[src/bmp_pkg.sv]
`default_nettype none
package bmp_pkg;
  // ==========================================================
  // Timing
  // ==========================================================
  localparam int CLK_HZ         = 50_000_000;
  localparam int CLK_PER_US     = CLK_HZ / 1_000_000;
  localparam int BEB_MS         = 24;
  localparam int BEB_CYC        = BEB_MS * (CLK_HZ / 1000);
  localparam int OLP_MS         = 30;
  localparam int OLP_CYC        = OLP_MS * (CLK_HZ / 1000);
  localparam int UDC_MS         = 48;
  localparam int UDC_CYC        = UDC_MS * (CLK_HZ / 1000);
  localparam int OVP_US         = 10;
  localparam int OVP_CYC        = OVP_US * CLK_PER_US;
  localparam int ZCOVP_US       = 100;
  localparam int ZCOVP_CYC      = ZCOVP_US * CLK_PER_US;
  localparam int CSSW_NS        = 190;
  localparam int CSSW_CYC       = (CSSW_NS * CLK_PER_US + 999) / 1000;
  localparam int BURST_HZ       = 52_000;
  localparam int BURST_PER_CYC  = CLK_HZ / BURST_HZ;
  localparam int BURST_DUTY_PCT = 50;
  localparam int BURST_ON_CYC   = BURST_PER_CYC * BURST_DUTY_PCT / 100;
  localparam int MAXON_US       = 20;
  localparam int MAXON_CYC      = MAXON_US * CLK_PER_US;
  // ==========================================================
  // Counter and current limit
  // ==========================================================
  localparam logic [2:0] UDC_MIN   = 3'h1;
  localparam logic [2:0] UDC_MAX   = 3'h7;
  localparam logic [2:0] ABM_COUNT = 3'h7;
  localparam int         CSL_W     = 8;
  localparam logic [7:0] CSL_FULL  = 8'hFF;
  localparam logic [7:0] CSL_BURST = 8'h57;
  localparam logic [7:0] FOLD_THR  = 8'h40;
  // ==========================================================
  // Comparator flags, each high when its condition holds
  // ==========================================================
  typedef struct packed {
    logic fb_low;
    logic fb_zl;
    logic fb_zh;
    logic fb_r1;
    logic fb_bon;
    logic fb_boff;
    logic fb_leave;
    logic cs_burst;
    logic cs_sw;
    logic zc_ovp;
    logic vcc_ov;
    logic vcc_uv;
    logic vcc_on;
    logic vcc_pd;
    logic otp;
  } bmp_cmp_s;
  localparam int CMP_W = $bits(bmp_cmp_s);
  typedef enum logic [5:0] {
    ST_CHARGE  = 6'h01,
    ST_NORMAL  = 6'h02,
    ST_B_IDLE  = 6'h04,
    ST_B_RUN   = 6'h08,
    ST_AUTORST = 6'h10,
    ST_LATCH   = 6'h20
  } bmp_state_e;
endpackage
`default_nettype wire

[src/bmp_ctrl.sv]
// Overview of operation
// - Burst entry needs low feedback, count 7, 24ms.
// - Paused burst resumes above burst-on level.
// - Burst turn-on comes from fixed 52kHz timer.
// - Burst pulse ends on current trip or 50%.
// - Burst-off level pauses switching until burst-on.
// - Above leave level, exit burst, full current.
// - Leaving burst forces up/down counter to 1.
// - Supply fault resets logic, switch held off.
// - Undervoltage charges supply, restarts with soft-start.
// - Supply overvoltage for 10us restarts, normal only.
// - Overload held 30ms restarts; not in burst.
// - Off-time output overvoltage for 100us latches.
// - Latch cleared only by supply power-down.
// - Over-temperature restarts; ignored in burst.
// - On-time short winding for 190ns latches, normal only.
// - Latched, startup cell cycles 10.5V to 18V.
// - Gate forced off after maximum on-time.
// - Foldback excess current lowers current limit.
// - Up/down counter steps once per 48ms, 1..7.
`default_nettype none
module bmp_ctrl import bmp_pkg::*; #(
  parameter int       BEB_N   = BEB_CYC,
  parameter int       OLP_N   = OLP_CYC,
  parameter int       UDC_N   = UDC_CYC,
  parameter int       ZCOVP_N = ZCOVP_CYC,
  parameter int       MAXON_N = MAXON_CYC,
  parameter logic [7:0] FOLD_T = FOLD_THR
) (
  input  wire logic             mclk,
  input  wire logic             rst,
  input  wire bmp_cmp_s         cmp_raw,
  input  wire logic             on_req,
  input  wire logic             off_req,
  input  wire logic [CSL_W-1:0] izc_code,
  output var  logic             gate,
  output var  logic             startup_en,
  output var  logic             burst_mode,
  output var  logic             soft_start,
  output var  logic             latched,
  output var  logic             auto_restart,
  output var  logic [2:0]       ud_count,
  output var  logic [CSL_W-1:0] cs_limit
);
  localparam int BW = $clog2(BURST_PER_CYC);
  localparam int OW = $clog2(MAXON_N + 1);
  localparam int UW = $clog2(UDC_N);
  localparam logic [BW-1:0] B_LAST = BW'(BURST_PER_CYC - 1);
  localparam logic [BW-1:0] B_ON   = BW'(BURST_ON_CYC);
  localparam logic [OW-1:0] O_LAST = OW'(MAXON_N - 1);
  localparam logic [UW-1:0] U_LAST = UW'(UDC_N - 1);

  logic [CMP_W-1:0] cmp_q;
  bmp_cmp_s         c;
  bmp_state_e       state;
  bmp_state_e       next_state;
  logic             beb_done;
  logic             olp_done;
  logic             ovp_done;
  logic             zcovp_done;
  logic             cssw_done;
  logic             in_burst;
  logic             leave;
  logic             run_ok;
  logic             maxon_hit;
  logic [BW-1:0]    bper;
  logic [OW-1:0]    on_cnt;
  logic [UW-1:0]    ucnt;
  logic             tick;
  logic             seen_zl;
  logic             seen_zh;
  logic             su_latch;
  logic [CSL_W-1:0] excess;

  // ==========================================================
  // Comparator inputs
  // ==========================================================
  // flag synchronisation
  bmp_sync #(.W(CMP_W)) u_sync (
    .clk (mclk),
    .rst (rst),
    .d   (cmp_raw),
    .q   (cmp_q)
  );
  assign c        = bmp_cmp_s'(cmp_q);
  assign in_burst = (state == ST_B_IDLE) || (state == ST_B_RUN);

  // ==========================================================
  // Persistence timers
  // ==========================================================
  // entry blanking
  bmp_timer #(.N(BEB_N)) u_beb (
    .clk  (mclk),
    .rst  (rst),
    .act  (c.fb_low && ud_count == ABM_COUNT && state == ST_NORMAL),
    .done (beb_done)
  );
  bmp_timer #(.N(OLP_N)) u_olp (
    .clk  (mclk),
    .rst  (rst),
    .act  (c.fb_leave && state == ST_NORMAL),
    .done (olp_done)
  );
  bmp_timer #(.N(OVP_CYC)) u_ovp (
    .clk  (mclk),
    .rst  (rst),
    .act  (c.vcc_ov && state == ST_NORMAL),
    .done (ovp_done)
  );
  bmp_timer #(.N(ZCOVP_N)) u_zcovp (
    .clk  (mclk),
    .rst  (rst),
    .act  (c.zc_ovp && !gate && (state == ST_NORMAL || in_burst)),
    .done (zcovp_done)
  );
  bmp_timer #(.N(CSSW_CYC)) u_cssw (
    .clk  (mclk),
    .rst  (rst),
    .act  (c.cs_sw && gate && state == ST_NORMAL),
    .done (cssw_done)
  );

  // ==========================================================
  // Mode sequencing
  // ==========================================================
  // Latch events outrank undervoltage so a fault is never forgotten.
  always_comb begin
    next_state = state;
    unique case (state)
      ST_CHARGE: begin
        if (c.vcc_on) begin
          next_state = ST_NORMAL;
        end
      end
      ST_NORMAL: begin
        if (zcovp_done || cssw_done) begin
          next_state = ST_LATCH;
        end else if (c.vcc_uv) begin
          next_state = ST_CHARGE;
        end else if (ovp_done || olp_done || c.otp) begin
          next_state = ST_AUTORST;
        end else if (beb_done) begin
          next_state = ST_B_IDLE;
        end
      end
      ST_B_IDLE: begin
        if (zcovp_done) begin
          next_state = ST_LATCH;
        end else if (c.vcc_uv) begin
          next_state = ST_CHARGE;
        end else if (c.fb_leave) begin
          next_state = ST_NORMAL;
        end else if (c.fb_bon) begin
          next_state = ST_B_RUN;
        end
      end
      ST_B_RUN: begin
        if (zcovp_done) begin
          next_state = ST_LATCH;
        end else if (c.vcc_uv) begin
          next_state = ST_CHARGE;
        end else if (c.fb_leave) begin
          next_state = ST_NORMAL;
        end else if (c.fb_boff) begin
          next_state = ST_B_IDLE;
        end
      end
      ST_AUTORST: begin
        if (c.vcc_uv) begin
          next_state = ST_CHARGE;
        end
      end
      ST_LATCH: begin
        if (c.vcc_pd) begin
          next_state = ST_CHARGE;
        end
      end
      default: next_state = ST_CHARGE;
    endcase
  end

  always_ff @(posedge mclk or posedge rst) begin
    if (rst) begin
      state <= ST_CHARGE;
    end else begin
      state <= next_state;
    end
  end

  assign leave = in_burst && next_state == ST_NORMAL;

  always_ff @(posedge mclk or posedge rst) begin
    if (rst) begin
      soft_start   <= 1'b0;
      burst_mode   <= 1'b0;
      latched      <= 1'b0;
      auto_restart <= 1'b0;
    end else begin
      soft_start   <= state == ST_CHARGE && next_state == ST_NORMAL;
      burst_mode   <= next_state == ST_B_IDLE || next_state == ST_B_RUN;
      latched      <= next_state == ST_LATCH;
      auto_restart <= next_state == ST_AUTORST;
    end
  end

  // ==========================================================
  // Startup cell
  // ==========================================================
  // latched recharge cycling
  always_ff @(posedge mclk or posedge rst) begin
    if (rst) begin
      su_latch <= 1'b0;
    end else if (state != ST_LATCH) begin
      su_latch <= 1'b0;
    end else if (c.vcc_uv) begin
      su_latch <= 1'b1;
    end else if (c.vcc_on) begin
      su_latch <= 1'b0;
    end
  end
  assign startup_en = (state == ST_CHARGE) || su_latch;

  // ==========================================================
  // Gate drive
  // ==========================================================
  assign run_ok = (state == ST_NORMAL && next_state == ST_NORMAL)
               || (state == ST_B_RUN && next_state == ST_B_RUN);
  assign maxon_hit = gate && on_cnt == O_LAST;

  always_ff @(posedge mclk or posedge rst) begin
    if (rst) begin
      bper <= '0;
    end else if (state != ST_B_RUN || bper == B_LAST) begin
      bper <= '0;
    end else begin
      bper <= bper + BW'(1);
    end
  end

  always_ff @(posedge mclk or posedge rst) begin
    if (rst) begin
      on_cnt <= '0;
    end else if (!gate) begin
      on_cnt <= '0;
    end else begin
      on_cnt <= on_cnt + OW'(1);
    end
  end

  always_ff @(posedge mclk or posedge rst) begin
    if (rst) begin
      gate <= 1'b0;
    end else if (!run_ok) begin
      gate <= 1'b0;
    end else if (maxon_hit) begin
      gate <= 1'b0;
    end else if (state == ST_B_RUN) begin
      if (gate && (c.cs_burst || bper >= B_ON)) begin
        gate <= 1'b0;
      end else if (bper == '0) begin
        gate <= 1'b1;
      end
    end else if (gate && off_req) begin
      gate <= 1'b0;
    end else if (!gate && on_req) begin
      gate <= 1'b1;
    end
  end

  // ==========================================================
  // Up/down counter
  // ==========================================================
  assign tick = ucnt == U_LAST;

  always_ff @(posedge mclk or posedge rst) begin
    if (rst) begin
      ucnt    <= '0;
      seen_zl <= 1'b0;
      seen_zh <= 1'b0;
    end else if (tick) begin
      ucnt    <= '0;
      seen_zl <= c.fb_zl;
      seen_zh <= c.fb_zh;
    end else begin
      ucnt    <= ucnt + UW'(1);
      seen_zl <= seen_zl || c.fb_zl;
      seen_zh <= seen_zh || c.fb_zh;
    end
  end

  always_ff @(posedge mclk or posedge rst) begin
    if (rst) begin
      ud_count <= UDC_MIN;
    end else if (state == ST_CHARGE || leave || c.fb_r1) begin
      ud_count <= UDC_MIN;
    end else if (tick && state == ST_NORMAL) begin
      if (!seen_zl && !c.fb_zl) begin
        if (ud_count != UDC_MAX) begin
          ud_count <= ud_count + 3'h1;
        end
      end else if (seen_zh || c.fb_zh) begin
        if (ud_count != UDC_MIN) begin
          ud_count <= ud_count - 3'h1;
        end
      end
    end
  end

  // ==========================================================
  // Current limit
  // ==========================================================
  assign excess = izc_code > FOLD_T ? izc_code - FOLD_T : '0;

  always_ff @(posedge mclk or posedge rst) begin
    if (rst) begin
      cs_limit <= CSL_FULL;
    end else if (next_state == ST_B_IDLE || next_state == ST_B_RUN) begin
      cs_limit <= CSL_BURST;
    end else begin
      cs_limit <= CSL_FULL - excess;
    end
  end
endmodule // bmp_ctrl
`default_nettype wire

[src/bmp_sync.sv]
`default_nettype none
module bmp_sync import bmp_pkg::*; #(
  parameter int W = CMP_W
) (
  input  wire logic         clk,
  input  wire logic         rst,
  input  wire logic [W-1:0] d,
  output var  logic [W-1:0] q
);
  logic [W-1:0] s1;
  logic [W-1:0] s2;
  logic [W-1:0] s3;
  // ==========================================================
  // Three stages; a change counts once stages two and three agree.
  // ==========================================================
  genvar i;
  generate
    for (i = 0; i < W; i++) begin : g_bit
      always_ff @(posedge clk or posedge rst) begin
        if (rst) begin
          s1[i] <= 1'b0;
          s2[i] <= 1'b0;
          s3[i] <= 1'b0;
          q[i]  <= 1'b0;
        end else begin
          s1[i] <= d[i];
          s2[i] <= s1[i];
          s3[i] <= s2[i];
          if (s2[i] == s3[i]) begin
            q[i] <= s3[i];
          end
        end
      end
    end
  endgenerate
endmodule // bmp_sync
`default_nettype wire

[src/bmp_timer.sv]
`default_nettype none
module bmp_timer #(
  parameter int N = 10
) (
  input  wire logic clk,
  input  wire logic rst,
  input  wire logic act,
  output var  logic done
);
  localparam int CW = $clog2(N + 1);
  localparam logic [CW-1:0] LAST = CW'(N);
  logic [CW-1:0] cnt;
  // ==========================================================
  // Persistence: any drop of act restarts the wait.
  // ==========================================================
  always_ff @(posedge clk or posedge rst) begin
    if (rst) begin
      cnt <= '0;
    end else if (!act) begin
      cnt <= '0;
    end else if (cnt != LAST) begin
      cnt <= cnt + CW'(1);
    end
  end
  assign done = act && (cnt == LAST);
endmodule // bmp_timer
`default_nettype wire

[config.mk]
export PLATFORM = sky130hd
export DESIGN_NAME = bmp_ctrl
export DESIGN_NICKNAME = d
export VERILOG_FILES = /design/src/bmp_pkg.sv /design/src/bmp_ctrl.sv /design/src/bmp_sync.sv /design/src/bmp_timer.sv
export SDC_FILE = /design/constraint.sdc
export NUM_CORES = 1
export LEC_CHECK = 0
export BUFFER_PORTS_ARGS = -buffer_cell sky130_fd_sc_hd__buf_4
export CAP_MARGIN = 10
export CELL_PAD_IN_SITES_DETAIL_PLACEMENT = 1
export CELL_PAD_IN_SITES_GLOBAL_PLACEMENT = 1
export CORE_ASPECT_RATIO = 0.8
export CORE_MARGIN = 4
export CORE_UTILIZATION = 51
export CTS_BUF_LIST = sky130_fd_sc_hd__clkbuf_8
export DETAILED_ROUTE_END_ITERATION = 12
export GPL_TIMING_DRIVEN = 0
export PLACE_DENSITY = 0.91
export RECOVER_POWER = 50
export SYNTH_ARGS = -nofsm -noshare
export SYNTH_HDL_FRONTEND = slang
export SYNTH_SLANG_ARGS = --single-unit
[constraint.sdc]
create_clock -name mclk -period 6.8 [get_ports mclk]
set_input_delay 0.68 -clock mclk [delete_from_list [all_inputs] [get_ports mclk]]
set_output_delay 0.68 -clock mclk [all_outputs]
set_load 0.005 [all_outputs]
==> impl_results.md <==
- Max-slew violations: 72
- Syn nets: 808
- Status: finished with violations
- Post-CTS Resized: 0
- NumNets Final: 870
- Layout area overhead: 12.09%
- DP HPWL: 14080 um
- Avg Cell Area, Syn: 11.09 um^2
- DRC violations left: 0
- Util after Layout: 59.27%
- Hold buffers post-CTS: 0
- Remaining global-route overflow: 0
- Worst slew pin tran: 3128 ps
- Sink Count: 195
- Synthesized area: 8463 um^2
- Dpl cell area: 9082 um^2
- # Post-CTS Setup Buffers: 0
- VDD IR max: 0.0001639 V
- Most area-consuming cells after synthesis: dfrtp_1 55%, xor2_1 5.9%, nor2_1 4.7%
- Clock Pin Slew Worst Setup and Hold Paths: 110 ps
- Cell variety after synth: 69
- Finished Layout Cells: 1053
- Power Total: 2232 uW
- Post-synthesis sequential area ratio: 57.81%
- Dpl cells: 1021
- Unrepaired setup endpoints after global routing: no
- Detailed Route WL: 19950 um
- TritonCTS clock tree: built
- Die footprint: 18730 um^2
- Fin. Hold Viols: 0
- First-pass GRT wire length: 33580 um
- Initial DRC Count: 379
- Flop pwr share: 55.2%
- Cell area power density: 235.3 nW/um^2
- Syn. warnings: 0
- Final setup violating endpoints: 0
- Failing checks: max-capacitance violations, max-slew violations
- Arr. time, crit path: 1970 ps
- CORE AREA: 16010 um^2
- CP endpoint kind: output pin
- Crit start category: flip-flop
- DR vias: 5952
- Via-to-Cell Ratio: 5.652
- Routed WL per cell: 18.94 um
- Top cell type's share of synthesized area: 54.70%
- Worst hold path stage count: 1
- Flops & latches, synth: 195
- Fraction of layout cells with a size suffix above 1: 13.13%
- Initial core utilization: 52.88%
- Initial antenna violation count: 0
- Worst Hold Class: in -> reg
- Yosys top cell by area: dfrtp_1
- Buffers on Ports: 42
- Fillers: 1722
- Clock power frac: 35.4%
- Clk root buf: clkbuf_8
- Die height: 123.2 um
- Number of synthesized flops with an enable pin: 0
- Lkg Pwr: 0.004081 uW
- Psw: 598.5 uW
- P_int: 1634 uW
- Crit Path Class: reg -> out
- CP Max Fanout: 10
- Mapped Cells: 763
- Critical path required time: 6120 ps
- 1st-pass router iterations: 4
- Row Count: 41
- Logic pwr share: 9.4%
- Worst R2R Path Depth: 7
- Max Cap Viol: 1
- CTS Buf Count: 17
- Max clock buf depth: 2
- Largest net degree at the start of global routing: 125
- Slew margin rel.: -109.7%
- Place WS: 4311 ps
- Number of global-route vias before repair: 6560
- GPL Wtd Cong: 0.8372
- Tcrit/Tclk final: 39.04%
- Fmax: 376.7 MHz
- I/O pin count: 44
- Antenna cells: 0
- Switching share of power: 26.81%
- Clock latency on the worst-skew pair: 480 ps
- Post-route design area: 9487 um^2
- Die Wd: 152.0 um
- Antenna-violating nets left: 0
- Htree depth: 4
- PnR worst setup slack: 4145 ps
- Count leader, synth: dfrtp_1
- Tot GR Track Use: 22.47%
- Primary FF master, synth: dfrtp_1
- Synth async-reset ratio: 100.0%
- Minimum clock period: 2655 ps
- Reg2Reg Setup Slack: 4250 ps
- Clk_skew: 21.97 ps
- Synth top cells by count: 185 x dfrtp_1, 107 x nor2_1, 57 x xor2_1
-- final cells by class --
type	count	area, um^2	area share [%]
tap	215	269.0	2.836
clock buffer	18	247.7	2.611
multi-input combinational	529	3412	35.97
clock inverter	14	166.4	1.754
inverter	22	83.83	0.8837
buffer	17	76.32	0.8045
timing repair buffer	43	339.1	3.574
sequential	195	4892	51.57
-- worst max-delay path, stage by stage (launching register included) --
cell	delay [ps]
dfrtp_1	400
buf_2	200
nor4_1	340
and3b_1	310
or2_2	150
buf_4	100
-- per-layer routing --
| layer | share of wire (%) | GRT usage [%] | vias up | routed length (um) |
|---|---|---|---|---|
| met5 | 0 | 0 | - | 0 |
| met4 | 2.2 | 9.096 | 0 | 447 |
| met3 | 3.8 | 5.073 | 42 | 753 |
| met2 | 53 | 39.79 | 143 | 10510 |
| met1 | 41 | 27.00 | 3025 | 8233 |
| li1 | - | - | 2742 | - |
-- cells by family after synthesis --
kind of cell | Yosys count | share of synthesized area [%]
xor gates and xnor gates | 88 | 9.107
muxes | 8 | 0.9758
AOI/OAI and AO/OA | 68 | 5.663
adders and majority gates | 33 | 4.435
and+or+nand+nor | 332 | 20.14
DFF | 195 | 57.81
buffers and inverters | 39 | 1.878
-- cells in the final DEF (no fill, tap or decap), types with 4 or more instances in the layout --
master,count
nor2_1,107
clkbuf_4,15
o21ai_0,16
nand2b_1,4
nor4b_1,6
inv_8,4
maj3_1,15
nor4_1,6
nand4_1,17
buf_4,28
xor2_1,57
clkbuf_1,11
nand3_1,46
mux2i_1,6
ha_1,18
xnor2_1,31
clkbuf_8,18
nor3_1,15
a21o_1,4
and2_1,9
dfstp_2,10
inv_1,22
dfrtp_1,185
a21oi_1,17
nand2_1,50
buf_2,4
and3_1,23
nor2b_1,9
or3_1,10
o2111ai_1,5
-- path summary, 6_finish.rpt --
check,end,from
min,u_sync.s1[1],cmp_raw[1]
max reg2reg,cs_limit[3],state[1]
min in group asynchronous,on_cnt[2],rst
min reg2reg,u_sync.s2[10],u_sync.s1[10]
max,startup_en,state[2]
max in group asynchronous,u_ovp.cnt[5],rst
-- per-stage QoR --
| stage | hold slack [ps] | setup TNS, ps |
|---|---|---|
| 2_1_floorplan | 331.2 | 0 |
| 6_report | 315.4 | 0 |
| 4_1_cts | 226.4 | 0 |
| 3_5_place_dp | 336.2 | 0 |
| 3_3_place_gp | 332.8 | -163160 |
| 5_1_grt | 272.8 | 0 |
-- sequential cells by signal, summed over array words and instances (netlist names), 3 cells and up --
name	cells
on_cnt	10
ucnt	22
u_cssw.cnt	4
u_ovp.cnt	9
u_olp.cnt	21
cs_limit	8
ud_count	3
u_sync.q	15
u_sync.s3	15
bper	10
state	6
u_sync.s1	15
u_zcovp.cnt	13
u_beb.cnt	21
u_sync.s2	15
-- power groups by stage --
stage | registers (uW) | clock network (uW) | logic, uW
finish | 1230 | 789 | 211
global route | 1240 | 859 | 232
CTS | 1230 | 808 | 214
detailed placement | 1250 | 0 | 209
global placement | 1250 | 0 | 193
floorplan | 1240 | 0 | 134
(Power assumes the default switching activity.)
